[src/tlvic_pkg.sv]
// package: constants, register map and types of the two-level vectored interrupt controller
package tlvic_pkg;

	// source count and split between pins and peripherals
	localparam int NSRC  = 18;
	localparam int N_EXT = 7;
	localparam int N_PFL = 13;

	// machine cycle length in clk cycles; the sample point is its last clk
	localparam int MC_CLKS = 12;

	// vector of polling index 0, and spacing between vectors
	localparam logic [15:0] VEC_BASE = 16'h0003;
	localparam logic [15:0] VEC_STEP = 16'h0008;

	// register byte offsets on the bus
	localparam logic [7:0] OFS_ENA_A  = 8'h00;
	localparam logic [7:0] OFS_ENA_B  = 8'h04;
	localparam logic [7:0] OFS_ENA_C  = 8'h08;
	localparam logic [7:0] OFS_LVL_A  = 8'h0c;
	localparam logic [7:0] OFS_LVL_B  = 8'h10;
	localparam logic [7:0] OFS_LVL_C  = 8'h14;
	localparam logic [7:0] OFS_TRIG   = 8'h18;
	localparam logic [7:0] OFS_EXT_LO = 8'h1c;
	localparam logic [7:0] OFS_EXT_HI = 8'h20;
	localparam logic [7:0] OFS_PFL_LO = 8'h24;
	localparam logic [7:0] OFS_PFL_HI = 8'h28;
	localparam logic [7:0] OFS_CTRL   = 8'h2c;
	localparam logic [7:0] OFS_STAT   = 8'h30;

	// reset value of every register
	localparam logic [7:0] REG_RST = 8'h00;

	// writable bits of each register
	localparam logic [7:0] ENA_A_MASK = 8'hbf;
	localparam logic [7:0] ENA_B_MASK = 8'h1f;
	localparam logic [7:0] ENA_C_MASK = 8'h7f;
	localparam logic [7:0] LVL_A_MASK = 8'h3f;
	localparam logic [7:0] LVL_B_MASK = 8'h1f;
	localparam logic [7:0] LVL_C_MASK = 8'h7f;
	localparam logic [7:0] TRIG_MASK  = 8'h3f;
	localparam logic [7:0] CTRL_MASK  = 8'h01;

	// field positions
	localparam int GATE_BIT = 7;
	localparam int NMI_BIT  = 0;
	localparam int STAT_HI  = 7;
	localparam int STAT_LO  = 6;
	localparam int STAT_BSY = 5;

	// polling index of each source, index 0 wins ties
	localparam logic [4:0] SRC_EXT0 = 5'h00;
	localparam logic [4:0] SRC_TMR0 = 5'h01;
	localparam logic [4:0] SRC_EXT1 = 5'h02;
	localparam logic [4:0] SRC_TMR1 = 5'h03;
	localparam logic [4:0] SRC_UART = 5'h04;
	localparam logic [4:0] SRC_TMR2 = 5'h05;
	localparam logic [4:0] SRC_WDT  = 5'h06;
	localparam logic [4:0] SRC_FREQ = 5'h07;
	localparam logic [4:0] SRC_CONV = 5'h08;
	localparam logic [4:0] SRC_EXT2 = 5'h09;
	localparam logic [4:0] SRC_EXT3 = 5'h0a;
	localparam logic [4:0] SRC_EXT4 = 5'h0b;
	localparam logic [4:0] SRC_SYNA = 5'h0c;
	localparam logic [4:0] SRC_SYNB = 5'h0d;
	localparam logic [4:0] SRC_EXT5 = 5'h0e;
	localparam logic [4:0] SRC_EXT6 = 5'h0f;
	localparam logic [4:0] SRC_TMR3 = 5'h10;
	localparam logic [4:0] SRC_TMR4 = 5'h11;

	// call sequence states, gray along idle -> first -> second
	typedef enum logic [1:0] {
		TLVIC_IDLE  = 2'b00,
		TLVIC_CALL1 = 2'b01,
		TLVIC_CALL2 = 2'b11
	} tlvic_state_t;

	// peripheral request flags; bits 7:0 and 12:8 form the two flag registers
	typedef struct packed {
		logic       watchdog_request;
		logic       converter_done_request;
		logic       freq_counter_request;
		logic       sync_serial_b_request;
		logic       sync_serial_a_request;
		logic       transmit_done_flag;
		logic       receive_done_flag;
		logic       tmr2_capture_event;
		logic [4:0] tmr_overflow;
	} tlvic_periph_t;

endpackage

[src/tlvic_ctrl.sv]
// module: two-level vectored interrupt controller with wishbone register slave
`timescale 1ns/100ps

module tlvic_ctrl #(
	parameter int unsigned MC_CYCLES = tlvic_pkg::MC_CLKS
) (
	// clock and reset
	input  wire logic                     clk_i,
	input  wire logic                     rst_i,
	// wishbone slave
	input  wire logic                     wb_cyc_i,
	input  wire logic                     wb_stb_i,
	input  wire logic                     wb_we_i,
	input  wire logic [7:0]               wb_adr_i,
	input  wire logic [3:0]               wb_sel_i,
	input  wire logic [31:0]              wb_dat_i,
	output logic      [31:0]              wb_dat_o,
	output logic                          wb_ack_o,
	// request sources
	input  wire logic [6:0]               ext_pin_n_i,
	input  wire tlvic_pkg::tlvic_periph_t periph_set_i,
	// core side
	input  wire logic                     last_cycle_i,
	input  wire logic                     exit_instr_i,
	output logic                          mc_tick_o,
	output logic                          call_req_o,
	output logic      [15:0]              vector_o,
	output logic                          call_busy_o,
	output logic      [1:0]               in_prog_o
);
	import tlvic_pkg::*;

	localparam int CW = (MC_CYCLES > 1) ? $clog2(MC_CYCLES) : 1;
	// a one-clock machine cycle still keeps a one-bit counter

	// first set bit from index 0 upward gives the polling winner
	function automatic logic [4:0] pick_first(input logic [NSRC-1:0] v);
		logic [4:0] idx;
		idx = 5'h00;
		for (int i = NSRC - 1; i >= 0; i--) begin
			if (v[i]) begin
				idx = 5'(i);
			end
		end
		return idx;
	endfunction

	// divider and pin synchronisers
	logic [CW-1:0]     mc_cnt_reg;
	logic              tick;
	logic [6:0]        pin_s1_reg;
	logic [6:0]        pin_s2_reg;
	logic [6:0]        pin_prev_reg;
	// software visible configuration
	logic [7:0]        enable_reg_a;
	logic [7:0]        enable_reg_b;
	logic [7:0]        enable_reg_c;
	logic [7:0]        level_reg_a;
	logic [7:0]        level_reg_b;
	logic [7:0]        level_reg_c;
	logic [7:0]        trigger_type_reg;
	logic [7:0]        ctrl_reg;
	// request flags and their next values
	logic [6:0]        ext_flag_reg;
	logic [6:0]        ext_flag_next;
	tlvic_periph_t     pfl_reg;
	tlvic_periph_t     pfl_next;
	// polling and grant
	logic [6:0]        edge_mode;
	logic [NSRC-1:0]   src_vec;
	logic [NSRC-1:0]   samp_reg;
	logic [NSRC-1:0]   en_vec;
	logic [NSRC-1:0]   lvl_vec;
	logic [NSRC-1:0]   hi_req;
	logic [NSRC-1:0]   lo_req;
	logic              hi_ok;
	logic              lo_ok;
	logic              can_poll;
	logic              grant;
	logic [4:0]        win_idx;
	logic [6:0]        ext_clr;
	logic [N_PFL-1:0]  pfl_clr;
	// level tracking and call sequence
	logic              acc_seen_reg;
	logic              acc_now;
	logic              prog_hi_reg;
	logic              prog_lo_reg;
	tlvic_state_t      state_reg;
	logic [4:0]        last_idx_reg;
	// register bus datapath
	logic              wb_req;
	logic              wr_en;
	logic [7:0]        wdat;
	logic [7:0]        rdat;

	// machine cycle divider; its last clk is the sample point
	assign tick = (mc_cnt_reg == CW'(MC_CYCLES - 1));
	assign mc_tick_o = tick;

	always_ff @(posedge clk_i) begin
		if (rst_i || tick) begin
			mc_cnt_reg <= '0;
		end else begin
			mc_cnt_reg <= mc_cnt_reg + 1'b1;
		end
	end

	// pins cross into the clock domain through two flops
	always_ff @(posedge clk_i) begin
		if (rst_i) begin
			pin_s1_reg   <= 7'h7f;
			pin_s2_reg   <= 7'h7f;
			pin_prev_reg <= 7'h7f;
		end else begin
			pin_s1_reg <= ext_pin_n_i;
			pin_s2_reg <= pin_s1_reg;
			if (tick) begin
				pin_prev_reg <= pin_s2_reg;
			end
		end
	end

	// wishbone: one wait state, ack for one clk, any address answered
	assign wb_req = wb_cyc_i && wb_stb_i && !wb_ack_o;
	assign wr_en = wb_req && wb_we_i && wb_sel_i[0];
	assign wdat = wb_dat_i[7:0];
	assign acc_now = wb_req && (wb_adr_i[7:2] <= OFS_LVL_C[7:2]);

	always_ff @(posedge clk_i) begin
		if (rst_i) begin
			wb_ack_o <= 1'b0;
			wb_dat_o <= '0;
		end else begin
			wb_ack_o <= wb_req;
			wb_dat_o <= wb_req ? {24'h000000, rdat} : '0;
		end
	end

	always_comb begin
		case ({wb_adr_i[7:2], 2'b00})
			OFS_ENA_A:  rdat = enable_reg_a;
			OFS_ENA_B:  rdat = enable_reg_b;
			OFS_ENA_C:  rdat = enable_reg_c;
			OFS_LVL_A:  rdat = level_reg_a;
			OFS_LVL_B:  rdat = level_reg_b;
			OFS_LVL_C:  rdat = level_reg_c;
			OFS_TRIG:   rdat = trigger_type_reg;
			OFS_EXT_LO: rdat = {4'h0, ext_flag_reg[3:0]};
			OFS_EXT_HI: rdat = {5'h00, ext_flag_reg[6:4]};
			OFS_PFL_LO: rdat = pfl_reg[7:0];
			OFS_PFL_HI: rdat = {3'h0, pfl_reg[12:8]};
			OFS_CTRL:   rdat = ctrl_reg;
			OFS_STAT:   rdat = {prog_hi_reg, prog_lo_reg, call_busy_o, last_idx_reg};
			default:    rdat = 8'h00;
		endcase
	end

	// configuration registers; reserved level bits are held at zero
	always_ff @(posedge clk_i) begin
		if (rst_i) begin
			enable_reg_a     <= REG_RST;
			enable_reg_b     <= REG_RST;
			enable_reg_c     <= REG_RST;
			level_reg_a      <= REG_RST;
			level_reg_b      <= REG_RST;
			level_reg_c      <= REG_RST;
			trigger_type_reg <= REG_RST;
			ctrl_reg         <= REG_RST;
		end else if (wr_en) begin
			case ({wb_adr_i[7:2], 2'b00})
				OFS_ENA_A: enable_reg_a     <= wdat & ENA_A_MASK;
				OFS_ENA_B: enable_reg_b     <= wdat & ENA_B_MASK;
				OFS_ENA_C: enable_reg_c     <= wdat & ENA_C_MASK;
				OFS_LVL_A: level_reg_a      <= wdat & LVL_A_MASK;
				OFS_LVL_B: level_reg_b      <= wdat & LVL_B_MASK;
				OFS_LVL_C: level_reg_c      <= wdat & LVL_C_MASK;
				OFS_TRIG:  trigger_type_reg <= wdat & TRIG_MASK;
				OFS_CTRL:  ctrl_reg         <= wdat & CTRL_MASK;
				default: begin
				end
			endcase
		end
	end

	// ext6 has no trigger bit and is always edge mode
	assign edge_mode = {1'b1, trigger_type_reg[5:0]};

	// sources laid out in polling order
	assign src_vec = {pfl_reg.tmr_overflow[4], pfl_reg.tmr_overflow[3], ext_flag_reg[6], ext_flag_reg[5],
		pfl_reg.sync_serial_b_request, pfl_reg.sync_serial_a_request, ext_flag_reg[4], ext_flag_reg[3],
		ext_flag_reg[2], pfl_reg.converter_done_request, pfl_reg.freq_counter_request,
		pfl_reg.watchdog_request, pfl_reg.tmr_overflow[2] | pfl_reg.tmr2_capture_event,
		pfl_reg.receive_done_flag | pfl_reg.transmit_done_flag, pfl_reg.tmr_overflow[1], ext_flag_reg[1],
		pfl_reg.tmr_overflow[0], ext_flag_reg[0]};

	// hardware clear on vectoring: edge pins and timer overflows only
	always_comb begin
		ext_clr = 7'h00;
		pfl_clr = '0;
		if (grant) begin
			case (win_idx)
				SRC_EXT0: ext_clr[0] = edge_mode[0];
				SRC_EXT1: ext_clr[1] = edge_mode[1];
				SRC_EXT2: ext_clr[2] = edge_mode[2];
				SRC_EXT3: ext_clr[3] = edge_mode[3];
				SRC_EXT4: ext_clr[4] = edge_mode[4];
				SRC_EXT5: ext_clr[5] = edge_mode[5];
				SRC_EXT6: ext_clr[6] = 1'b1;
				SRC_TMR0: pfl_clr[0] = 1'b1;
				SRC_TMR1: pfl_clr[1] = 1'b1;
				SRC_TMR2: pfl_clr[2] = 1'b1;
				SRC_TMR3: pfl_clr[3] = 1'b1;
				SRC_TMR4: pfl_clr[4] = 1'b1;
				default: begin
				end
			endcase
		end
	end

	// flag update: software write, then hardware clear, then sets win
	always_comb begin
		ext_flag_next = ext_flag_reg;
		pfl_next = pfl_reg;
		if (wr_en && ({wb_adr_i[7:2], 2'b00} == OFS_EXT_LO)) begin
			ext_flag_next[3:0] = wdat[3:0];
		end
		if (wr_en && ({wb_adr_i[7:2], 2'b00} == OFS_EXT_HI)) begin
			ext_flag_next[6:4] = wdat[2:0];
		end
		if (wr_en && ({wb_adr_i[7:2], 2'b00} == OFS_PFL_LO)) begin
			pfl_next[7:0] = wdat;
		end
		if (wr_en && ({wb_adr_i[7:2], 2'b00} == OFS_PFL_HI)) begin
			pfl_next[12:8] = wdat[4:0];
		end
		ext_flag_next = ext_flag_next & ~ext_clr;
		pfl_next = tlvic_periph_t'(pfl_next & ~pfl_clr);
		if (tick) begin
			for (int i = 0; i < N_EXT; i++) begin
				if (!edge_mode[i]) begin
					ext_flag_next[i] = !pin_s2_reg[i];
				end else if (pin_prev_reg[i] && !pin_s2_reg[i]) begin
					ext_flag_next[i] = 1'b1;
				end
			end
		end
		pfl_next = tlvic_periph_t'(pfl_next | periph_set_i);
	end

	always_ff @(posedge clk_i) begin
		if (rst_i) begin
			ext_flag_reg <= 7'h00;
			pfl_reg      <= '0;
		end else begin
			ext_flag_reg <= ext_flag_next;
			pfl_reg      <= pfl_next;
		end
	end

	// sample point capture, polled during the next machine cycle
	always_ff @(posedge clk_i) begin
		if (rst_i) begin
			samp_reg <= '0;
		end else if (tick) begin
			samp_reg <= src_vec;
		end
	end

	// enables and levels; watchdog in nmi mode bypasses both gates and is high
	always_comb begin
		en_vec = {enable_reg_c[6:0], enable_reg_b[4:0], enable_reg_a[5:0]};
		lvl_vec = {level_reg_c[6:0], level_reg_b[4:0], level_reg_a[5:0]};
		if (!enable_reg_a[GATE_BIT]) begin
			en_vec = '0;
		end
		if (ctrl_reg[NMI_BIT]) begin
			en_vec[SRC_WDT] = 1'b1;
			lvl_vec[SRC_WDT] = 1'b1;
		end
	end

	assign hi_req = samp_reg & en_vec & lvl_vec;
	assign lo_req = samp_reg & en_vec & ~lvl_vec;
	assign hi_ok = (|hi_req) && !prog_hi_reg;
	assign lo_ok = (|lo_req) && !prog_hi_reg && !prog_lo_reg;
	assign can_poll = tick && (state_reg == TLVIC_IDLE) && last_cycle_i;
	assign grant = can_poll && !exit_instr_i && !acc_seen_reg && !acc_now && (hi_ok || lo_ok);
	assign win_idx = hi_ok ? pick_first(hi_req) : pick_first(lo_req);

	// enable or level register access holds off the poll of this cycle
	always_ff @(posedge clk_i) begin
		if (rst_i || tick) begin
			acc_seen_reg <= 1'b0;
		end else if (acc_now) begin
			acc_seen_reg <= 1'b1;
		end
	end

	// in-progress levels; a plain return gives no exit and leaves them set
	always_ff @(posedge clk_i) begin
		if (rst_i) begin
			prog_hi_reg <= 1'b0;
			prog_lo_reg <= 1'b0;
		end else if (tick && exit_instr_i) begin
			if (prog_hi_reg) begin
				prog_hi_reg <= 1'b0;
			end else begin
				prog_lo_reg <= 1'b0;
			end
		end else if (grant) begin
			if (hi_ok) begin
				prog_hi_reg <= 1'b1;
			end else begin
				prog_lo_reg <= 1'b1;
			end
		end
	end

	// call sequence: two machine cycles after the granting poll
	always_ff @(posedge clk_i) begin
		if (rst_i) begin
			state_reg <= TLVIC_IDLE;
		end else if (tick) begin
			case (state_reg)
				TLVIC_IDLE:  state_reg <= grant ? TLVIC_CALL1 : TLVIC_IDLE;
				TLVIC_CALL1: state_reg <= TLVIC_CALL2;
				TLVIC_CALL2: state_reg <= TLVIC_IDLE;
				default:     state_reg <= TLVIC_IDLE;
			endcase
		end
	end

	// busy covers both machine cycles of the call
	assign call_busy_o = (state_reg != TLVIC_IDLE);
	assign in_prog_o = {prog_hi_reg, prog_lo_reg};

	// call request tells the core to push pc only and jump to vector_o
	always_ff @(posedge clk_i) begin
		if (rst_i) begin
			call_req_o   <= 1'b0;
			vector_o     <= 16'h0000;
			last_idx_reg <= 5'h00;
		end else begin
			call_req_o <= grant;
			if (grant) begin
				vector_o     <= VEC_BASE + (16'(win_idx) * VEC_STEP);
				last_idx_reg <= win_idx;
			end
		end
	end

endmodule // tlvic_ctrl

[config.mk]
export PLATFORM = sky130hd
export DESIGN_NAME = tlvic_ctrl
export DESIGN_NICKNAME = d
export VERILOG_FILES = /design/src/tlvic_pkg.sv /design/src/tlvic_ctrl.sv
export SDC_FILE = /design/constraint.sdc
export NUM_CORES = 1
export LEC_CHECK = 0
export ABC_AREA = 1
export BUFFER_PORTS_ARGS = -buffer_cell sky130_fd_sc_hd__buf_2
export CAP_MARGIN = 5
export CELL_PAD_IN_SITES_DETAIL_PLACEMENT = 2
export CELL_PAD_IN_SITES_GLOBAL_PLACEMENT = 2
export CORE_MARGIN = 10
export CORE_UTILIZATION = 27
export CTS_BUF_LIST = sky130_fd_sc_hd__clkbuf_16
export CTS_CLUSTER_DIAMETER = 30
export DETAILED_ROUTE_END_ITERATION = 10
export PLACE_DENSITY = 0.87
export SLEW_MARGIN = 30
export SYNTH_ARGS = -nofsm -noshare
export SYNTH_HDL_FRONTEND = slang
export SYNTH_SLANG_ARGS = --single-unit
[constraint.sdc]
create_clock -name clk_i -period 2.1 [get_ports clk_i]
set_input_delay 0.315 -clock clk_i [delete_from_list [all_inputs] [get_ports clk_i]]
set_output_delay 0.315 -clock clk_i [all_outputs]
set_load 0.02 [all_outputs]
==> results of run 1 <==
## power by group through the flow
stage	logic (mW)	registers (mW)	clock network [mW]
final	0.417	2.49	3.25
after global placement	0.317	2.54	0
after CTS	0.351	2.48	3.15
after detailed placement	0.342	2.54	0
after global routing	0.431	2.49	3.34
after floorplan	0.222	2.53	0
## what timing repair did
action | 4_1_cts | 5_1_grt
pin swaps | 17 | 42
resized for setup | 98 | 127
buffers inserted | 11 | 24
cloned | 1 | 1
endpoints found under the setup margin | 37 | 71
## cells by family after synthesis
| family | count (synthesis) | synth area share |
|---|---|---|
| buffers and inverters | 192 | 0.1393 |
| other | 1 | 0.0006041 |
| AND/OR/NAND/NOR | 345 | 0.2389 |
| adder cells (fa/ha/maj) | 1 | 0.002015 |
| AO/OA/AOI/OAI | 225 | 0.2064 |
| flip-flops | 128 | 0.4128 |
## layout make-up
| type | count | area, µm² | area share |
|---|---|---|---|
| multi-input cells | 604 | 3651 | 0.3843 |
| flip-flops and latches | 128 | 2566 | 0.2701 |
| repair buffers | 250 | 1836 | 0.1932 |
| inverters | 127 | 491.7 | 0.05176 |
| clock buffers | 17 | 425.4 | 0.04478 |
| well taps | 285 | 356.6 | 0.03753 |
| clock inverters | 15 | 166.4 | 0.01752 |
| diodes | 3 | 7.507 | 0.0007902 |
## through the flow
| stage | power [mW] | hold slack, ns | utilization | setup WS (ns) | setup TNS (ns) |
|---|---|---|---|---|---|
| after floorplan | 2.753 | 0.3895 | - | 0.04906 | 0 |
| after global placement | 2.854 | 0.3915 | 0.3431 | -0.3080 | -5.480 |
| after detailed placement | 2.882 | 0.3993 | 0.3431 | -0.5358 | -13.28 |
| after CTS | 5.986 | 0.03294 | 0.3889 | -0.4888 | -7.108 |
| after global routing | 6.261 | 0.02413 | 0.4193 | -1.275 | -28.46 |
| final | 6.155 | 0.02593 | 0.4196 | -1.228 | -29.46 |
## per-layer routing
metal / global-route usage / wire length [µm] / share of wire / vias to the layer above
met5: 0 / 66 / 0.0013 / -
met4: 0.2412 / 5299 / 0.10 / 8
met3: 0.07197 / 4670 / 0.091 / 341
met2: 0.4973 / 23880 / 0.47 / 682
met1: 0.2947 / 17390 / 0.34 / 4282
li1: - / - / - / 3326
## cells in the final DEF (no fill, tap or decap), drive strengths merged, types with 3 or more instances in the layout
cell,netlist,layout
clkinv,3,5
diode,0,3
o21ai,96,96
nor2,153,153
nand4,15,15
dfxtp,128,128
o31ai,10,10
clkinvlp,0,3
a22oi,4,4
nand3,32,32
o22ai,7,7
buf,39,249
nor3,14,14
inv,124,133
or2,15,15
a211oi,10,10
a221oi,10,10
nand2,115,115
conb,1,33
a21oi,71,71
a31oi,3,3
clkbuf,26,18
## how the worst min path moves through the flow
stage / from / end / slack [ns] / cells after the start
global route: ext_pin_n_i[5] / pin_s1_reg[5]$_SDFF_PP1_ / 0.02 / 2
global placement: pin_s1_reg[5]$_SDFF_PP1_ / pin_s2_reg[5]$_SDFF_PP1_ / 0.39 / 1
floorplan: pin_s1_reg[0]$_SDFF_PP1_ / pin_s2_reg[0]$_SDFF_PP1_ / 0.39 / 1
finish: ext_pin_n_i[5] / pin_s1_reg[5]$_SDFF_PP1_ / 0.03 / 2
CTS: ext_pin_n_i[5] / pin_s1_reg[5]$_SDFF_PP1_ / 0.03 / 2
detailed placement: pin_s1_reg[2]$_SDFF_PP1_ / pin_s2_reg[2]$_SDFF_PP1_ / 0.40 / 1
## critical path: cells and delay by family (launching register included)
kind / cells / cell delay (ns)
and+or+nand+nor: 12 / 1.96
buffers and inverters: 4 / 0.55
DFF: 1 / 0.43
AOI/OAI and AO/OA: 1 / 0.16
==> impl_metrics.sql, run 1 <==
INSERT INTO impl_metrics (metric_group, metric, value, unit) VALUES
('timing', 'maxSlewHeadroom', '0.3843', ''),
('routing', 'route.detailed.wl_per_inst', '35.90', 'µm'),
('routing', 'drt_first_pass_iters', '6', ''),
('power_and_ir_drop', 'netSwitchingPower', '1.894', 'mW'),
('clocking', 'clk_tree_root_cell', 'sky130_fd_sc_hd__clkbuf_16', ''),
('clocking', 'cts_sinks', '128', ''),
('clocking', 'ctsHoldBuffers', '0', ''),
('worst_setup_path', 'worst_path_largest_cell_delay', '0.43', 'ns'),
('cells_and_area', 'final_area', '9500', 'µm²'),
('cells_and_area', 'flow.area_growth_from_synthesis', '53.05', '%'),
('placed_design', 'gp_congestion', '0.9570', ''),
('synthesis', 'netlist.top_cell.by_area', 'sky130_fd_sc_hd__dfxtp_1', ''),
('die', 'top_level_ports', '125', ''),
('worst_setup_path', 'path_class', 'register to register', ''),
('worst_setup_path', 'worst-endpoint-arrival', '3.60', 'ns'),
('cells_and_area', 'flip_flop_count_of_the_largest_register_all_copies_and_words_added', '18', ''),
('timing', 'count_of_pins_over_their_slew_limit', '0', ''),
('routing', 'totalWireLength', '51.31', 'mm'),
('clocking', 'ctsLongestPathBuffers', '2', ''),
('worst_setup_path', 'regToRegEndpoint', 'ext_flag_reg[4]$_SDFF_PP0_', ''),
('run_status', 'failing_checks', 'negative setup slack', ''),
('synthesis', 'synth_edf_count', '0', ''),
('timing', 'actual_transition_at_the_worst_max_transition_pin', '0.9164', 'ns'),
('routing', 'total_number_of_vias', '8639', ''),
('synthesis', 'synthesis.area_per_instance', '6.959', 'µm²'),
('power_and_ir_drop', 'p_seq_frac', '0.404', ''),
('power_and_ir_drop', 'leak_pwr', '4.222', 'nW'),
('placed_design', 'dp_cells', '1359', ''),
('power_and_ir_drop', 'p_int', '4.261', 'mW'),
('worst_setup_path', 'critical_path_required', '2.37', 'ns'),
('clocking', 'cts-htree-levels', '4', ''),
('grt', 'overall_routing_resource_usage', '0.2907', ''),
('die', 'die_y', '171.6', 'µm'),
('clocking', 'tritoncts_clock_tree', 'done', ''),
('die', 'core.rowCount', '55', ''),
('worst_setup_path', 'reg2reg_setup_slack', '-1.23', 'ns'),
('worst_setup_path', 'crit_path_start', 'enable_reg_a[7]$_SDFFE_PP0P_', ''),
('power_and_ir_drop', 'power_dens_cells', '647.9', 'nW/µm²'),
('synthesis', 'synthMostInstantiatedCell', 'sky130_fd_sc_hd__nor2_1', ''),
('worst_setup_path', 'worst_setup_path_end', 'ext_flag_reg[4]$_SDFF_PP0_', ''),
('die', 'die_area', '29460', 'µm²'),
('run_status', 'outcome', 'finished with violations', ''),
('routing', 'drtIter0Drc', '984', ''),
('synthesis', 'syn-instance-count', '892', ''),
('cells_and_area', 'final.fill_count', '2513', ''),
('worst_setup_path', 'startpoint_type', 'register', ''),
('worst_setup_path', 'worstPathMaxFanout', '7', ''),
('synthesis', 'netlist_top_cells_area', 'sky130_fd_sc_hd__dfxtp_1 (41%), sky130_fd_sc_hd__nor2_1 (9.1%), sky130_fd_sc_hd__o21ai_0 (7.6%)', ''),
('timing', 'count_of_final_hold_check_violations', '0', ''),
('flow_run', 'max-cap-violations', '0', ''),
('placed_design', 'place.detailed.hpwl', '25.13', 'mm'),
('power_and_ir_drop', 'netSwitchingFraction', '0.3078', ''),
('worst_setup_path', 'worst_path_most_repeated_cell', 'sky130_fd_sc_hd__nor2_4', ''),
('clocking', 'tritoncts.num_buffers', '17', ''),
('timing', 'max_freq', '300.4', 'MHz'),
('worst_hold_path', 'worst_hold_path_type', 'input port to register', ''),
('placed_design', 'placed_cell_area', '7767', 'µm²'),
('timing', 'timing.final.ws_setup', '-1.228', 'ns'),
('grt', 'largest_net_degree_at_the_start_of_global_routing', '36', ''),
('timing', 'largest_clock_skew_in_the_final_design', '0.02064', 'ns'),
('power_and_ir_drop', 'power.combinational.fraction', '0.068', ''),
('worst_setup_path', 'cell_chain_critical_path', 'clkbuf_16 -> nand4_1 -> nand3_2 -> nor2_4 -> inv_2 -> nor2_4 -> nand2_2 -> nand2_4 -> buf_4 -> nand4_1 -> nand2_4 -> nor2_4 -> nand3_4 -> inv_4 -> nand2_1 -> o21ai_2 -> nand2_1', ''),
('worst_setup_path', 'timing.rr.start', 'enable_reg_a[7]$_SDFFE_PP0P_', ''),
('power_and_ir_drop', 'clock_power_share', '0.528', ''),
('clocking', 'cts.reportedPaths.clkPinSlew', '0.08', 'ns'),
('placed_design', 'port_buffers', '62', ''),
('synthesis', 'ys.flop_type', 'sky130_fd_sc_hd__dfxtp_1', ''),
('synthesis', 'synthDominantCellAreaShare', '0.4128', ''),
('timing', 'setup_violations', '68', ''),
('synthesis', 'async_flop_share', '0', ''),
('power_and_ir_drop', 'peak_ir_drop_on_the_vdd_network', '0.0006134', 'V');
Note: power is estimated with default switching activity, not from simulation.
==> inputs of run 2 (changes only) <==
--- a/config.mk
+++ b/config.mk
@@ -11,11 +11,11 @@
 export CELL_PAD_IN_SITES_DETAIL_PLACEMENT = 2
 export CELL_PAD_IN_SITES_GLOBAL_PLACEMENT = 2
 export CORE_MARGIN = 10
-export CORE_UTILIZATION = 27
+export CORE_UTILIZATION = 30
 export CTS_BUF_LIST = sky130_fd_sc_hd__clkbuf_16
 export CTS_CLUSTER_DIAMETER = 30
 export DETAILED_ROUTE_END_ITERATION = 10
-export PLACE_DENSITY = 0.87
+export PLACE_DENSITY = 0.91
 export SLEW_MARGIN = 30
 export SYNTH_ARGS = -nofsm -noshare
 export SYNTH_HDL_FRONTEND = slang
==> constraint.sdc (replaced) <==
create_clock -name clk_i -period 3.2 [get_ports clk_i]
set_input_delay 0.48 -clock clk_i [delete_from_list [all_inputs] [get_ports clk_i]]
set_output_delay 0.48 -clock clk_i [all_outputs]
set_load 0.02 [all_outputs]
==> impl_metrics.sql, run 2 (synthesis results as in run 1) <==
INSERT INTO impl_metrics (metric_group, metric, value, unit) VALUES
('run_status', 'outcome', 'finished clean', ''),
('clocking', 'post-cts-setup-buffer-count', '0', ''),
('power_and_ir_drop', 'power.combinational.fraction', '0.051', ''),
('clocking', 'ctsHoldBuffers', '0', ''),
('worst_setup_path', 'worstPathMaxFanout', '24', ''),
('routing', 'wl_met2', '14.59', 'mm'),
('grt', 'grt_first_pass_wirelength', '44.39', 'mm'),
('power_and_ir_drop', 'power_dens_cells', '529.8', 'nW/µm²'),
('die', 'die_y', '163.8', 'µm'),
('clocking', 'cts.reportedPaths.clkPinSlew', '0.07', 'ns'),
('clocking', 'cts_sinks', '128', ''),
('die', 'core.rowCount', '52', ''),
('power_and_ir_drop', 'leak_pwr', '3.231', 'nW'),
('timing', 'actual_transition_at_the_worst_max_transition_pin', '0.6984', 'ns'),
('cells_and_area', 'most-common-layout-cells', 'sky130_fd_sc_hd__nor2_1 (149), sky130_fd_sc_hd__dfxtp_1 (128), sky130_fd_sc_hd__inv_1 (118), sky130_fd_sc_hd__nand2_1 (109), sky130_fd_sc_hd__o21ai_0 (93)', ''),
('timing', 'finalHoldWorstSlack', '0.2030', 'ns'),
('timing', 'timing.final.crit_period', '3.023', 'ns'),
('placed_design', 'port_buffers', '62', ''),
('power_and_ir_drop', 'p_seq_frac', '0.421', ''),
('timing', 'maxSlewHeadroom', '0.5327', ''),
('clocking', 'ctsLongestPathBuffers', '2', ''),
('routing', 'met1Wirelength', '11.84', 'mm'),
('worst_setup_path', 'path_class', 'register to register', ''),
('worst_setup_path', 'startpoint_type', 'register', ''),
('timing', 'timing.final.ws_setup', '0.1772', 'ns'),
('routing', 'drtIter0Drc', '520', ''),
('worst_setup_path', 'worst-endpoint-arrival', '3.34', 'ns'),
('routing', 'total_number_of_vias', '6599', ''),
('flow_run', 'max-cap-violations', '0', ''),
('routing', 'route.antenna.remaining_nets', '0', ''),
('grt', 'overflow', '0', ''),
('cells_and_area', 'layout.nets', '1030', ''),
('timing', 'count_of_final_hold_check_violations', '0', ''),
('timing', 'rsz0062_at_grt', 'false', ''),
('cells_and_area', 'flow.area_growth_from_synthesis', '17.86', '%'),
('clocking', 'tritoncts_clock_tree', 'done', ''),
('cells_and_area', 'share_of_layout_cells_above_drive_strength_1', '0.1524', ''),
('timing', 'finalSetupTns', '0', 'ns'),
('timing', 'final_min_period_over_clock_period', '0.9446', ''),
('cells_and_area', 'most_common_library_cell_in_the_layout_ignoring_fill_and_taps', 'sky130_fd_sc_hd__nor2_1', ''),
('routing', 'totalWireLength', '28.96', 'mm'),
('clocking', 'post_cts_resized', '0', ''),
('placed_design', 'place.detailed.hpwl', '19.79', 'mm'),
('power_and_ir_drop', 'p_int', '2.781', 'mW'),
('power_and_ir_drop', 'netSwitchingPower', '1.095', 'mW'),
('grt', 'overall_routing_resource_usage', '0.2181', ''),
('die', 'fp.coreArea', '20300', 'µm²'),
('clocking', 'clk_tree_root_cell', 'sky130_fd_sc_hd__clkbuf_16', ''),
('routing', 'topRoutingLayerUsed', 'met4', ''),
('worst_hold_path', 'worst_hold_path_type', 'input port to register', ''),
('routing', 'route.detailed.wl_per_inst', '23.33', 'µm'),
('clocking', 'cts-htree-levels', '4', ''),
('worst_setup_path', 'critical_path.endpoint_type', 'register', ''),
('cells_and_area', 'final_area', '7316', 'µm²'),
('placed_design', 'gp_congestion', '0.9625', ''),
('die', 'top_level_ports', '125', ''),
('power_and_ir_drop', 'peak_ir_drop_on_the_vdd_network', '0.0003914', 'V'),
('cells_and_area', 'postLayoutCoreUtil', '0.3604', ''),
('routing', 'met3_wirelength', '1.522', 'mm'),
('timing', 'max_freq', '330.8', 'MHz'),
('clocking', 'clk-insertion-delay-late', '0.45', 'ns'),
('grt', 'largest_net_degree_at_the_start_of_global_routing', '46', ''),
('routing', 'drc', '0', ''),
('die', 'die_area', '26840', 'µm²'),
('grt', 'antenna_found_initial', '0', ''),
('cells_and_area', 'n_antenna_cell', '0', ''),
('clocking', 'tritoncts.num_buffers', '17', ''),
('routing', 'drt_first_pass_iters', '5', ''),
('die', 'die-width', '163.8', 'µm'),
('power_and_ir_drop', 'clock_power_share', '0.527', ''),
('die', 'initial_utilization', '0.3058', ''),
('power_and_ir_drop', 'netSwitchingFraction', '0.2826', ''),
('worst_setup_path', 'critical_path_required', '3.52', 'ns'),
('timing', 'count_of_pins_over_their_slew_limit', '0', ''),
('routing', 'post_drt_via_cell_ratio', '5.317', ''),
('placed_design', 'detailedPlace.worstSlack', '0.3991', 'ns'),
('placed_design', 'placed_cell_area', '6723', 'µm²'),
('timing', 'largest_clock_skew_in_the_final_design', '0.01066', 'ns'),
('grt', 'grt_pass1_vias', '7426', ''),
('cells_and_area', 'flip_flop_count_of_the_largest_register_all_copies_and_words_added', '18', ''),
('timing', 'setup_violations', '0', '');
run 2: cell type report:
| class | count | area (µm²) |
|---|---|---|
| fillers | 2435 | 12980 |
| multi-input cells | 604 | 2903 |
| flip-flops and latches | 128 | 2562 |
| inverters | 127 | 476.7 |
| repair buffers | 80 | 445.4 |
| clock buffers | 17 | 425.4 |
| well taps | 270 | 337.8 |
| clock inverters | 15 | 165.2 |
run 2: worst paths after layout:
kind / cells past startpoint / slack, ns / end / start
worst min register to register: 1 / 0.42 / pin_s2_reg[0]$_SDFF_PP1_ / pin_s1_reg[0]$_SDFF_PP1_
worst max register to register: 19 / 0.18 / pfl_reg[1]$_SDFF_PP0_ / enable_reg_a[7]$_SDFFE_PP0P_
worst min-delay path: 2 / 0.20 / pin_s1_reg[0]$_SDFF_PP1_ / ext_pin_n_i[0]
worst max-delay path: 19 / 0.18 / pfl_reg[1]$_SDFF_PP0_ / enable_reg_a[7]$_SDFFE_PP0P_
run 2: critical path: stages (launching register included):
cell and delay, ns:
sky130_fd_sc_hd__dfxtp_1 0.30, sky130_fd_sc_hd__buf_4 0.24, sky130_fd_sc_hd__nand3_1 0.17, sky130_fd_sc_hd__nor2_1 0.08, sky130_fd_sc_hd__nor2_1 0.22, sky130_fd_sc_hd__nand2_1 0.12, sky130_fd_sc_hd__nor2_2 0.24, sky130_fd_sc_hd__inv_2 0.06
sky130_fd_sc_hd__nor2_1 0.14, sky130_fd_sc_hd__nand2_2 0.09, sky130_fd_sc_hd__nand2_4 0.11, sky130_fd_sc_hd__inv_2 0.09, sky130_fd_sc_hd__nand3_1 0.14, sky130_fd_sc_hd__nand2_1 0.15, sky130_fd_sc_hd__clkinv_1 0.12, sky130_fd_sc_hd__nand2_2 0.07
sky130_fd_sc_hd__nor3_2 0.24, sky130_fd_sc_hd__nand3_1 0.12, sky130_fd_sc_hd__nand2_1 0.09, sky130_fd_sc_hd__a21oi_1 0.10
run 2: power groups by stage:
stage	logic [mW]	clock network, mW	registers, mW
global placement	0.181	0	1.66
global route	0.217	2.14	1.63
CTS	0.194	2.06	1.63
finish	0.198	2.04	1.63
detailed placement	0.190	0	1.67
floorplan	0.145	0	1.66
run 2: per-stage QoR:
stage	power (mW)	cells
after floorplan	1.807	924
final	3.876	1241
after detailed placement	1.858	1209
after global placement	1.846	1209
after global routing	3.994	1241
after CTS	3.890	1241
run 2: routing by layer:
layer,global-route usage,vias up
li1,-,2993
met1,0.2450,3313
met2,0.3791,224
met3,0.05807,69
met4,0.09829,0
met5,0,-
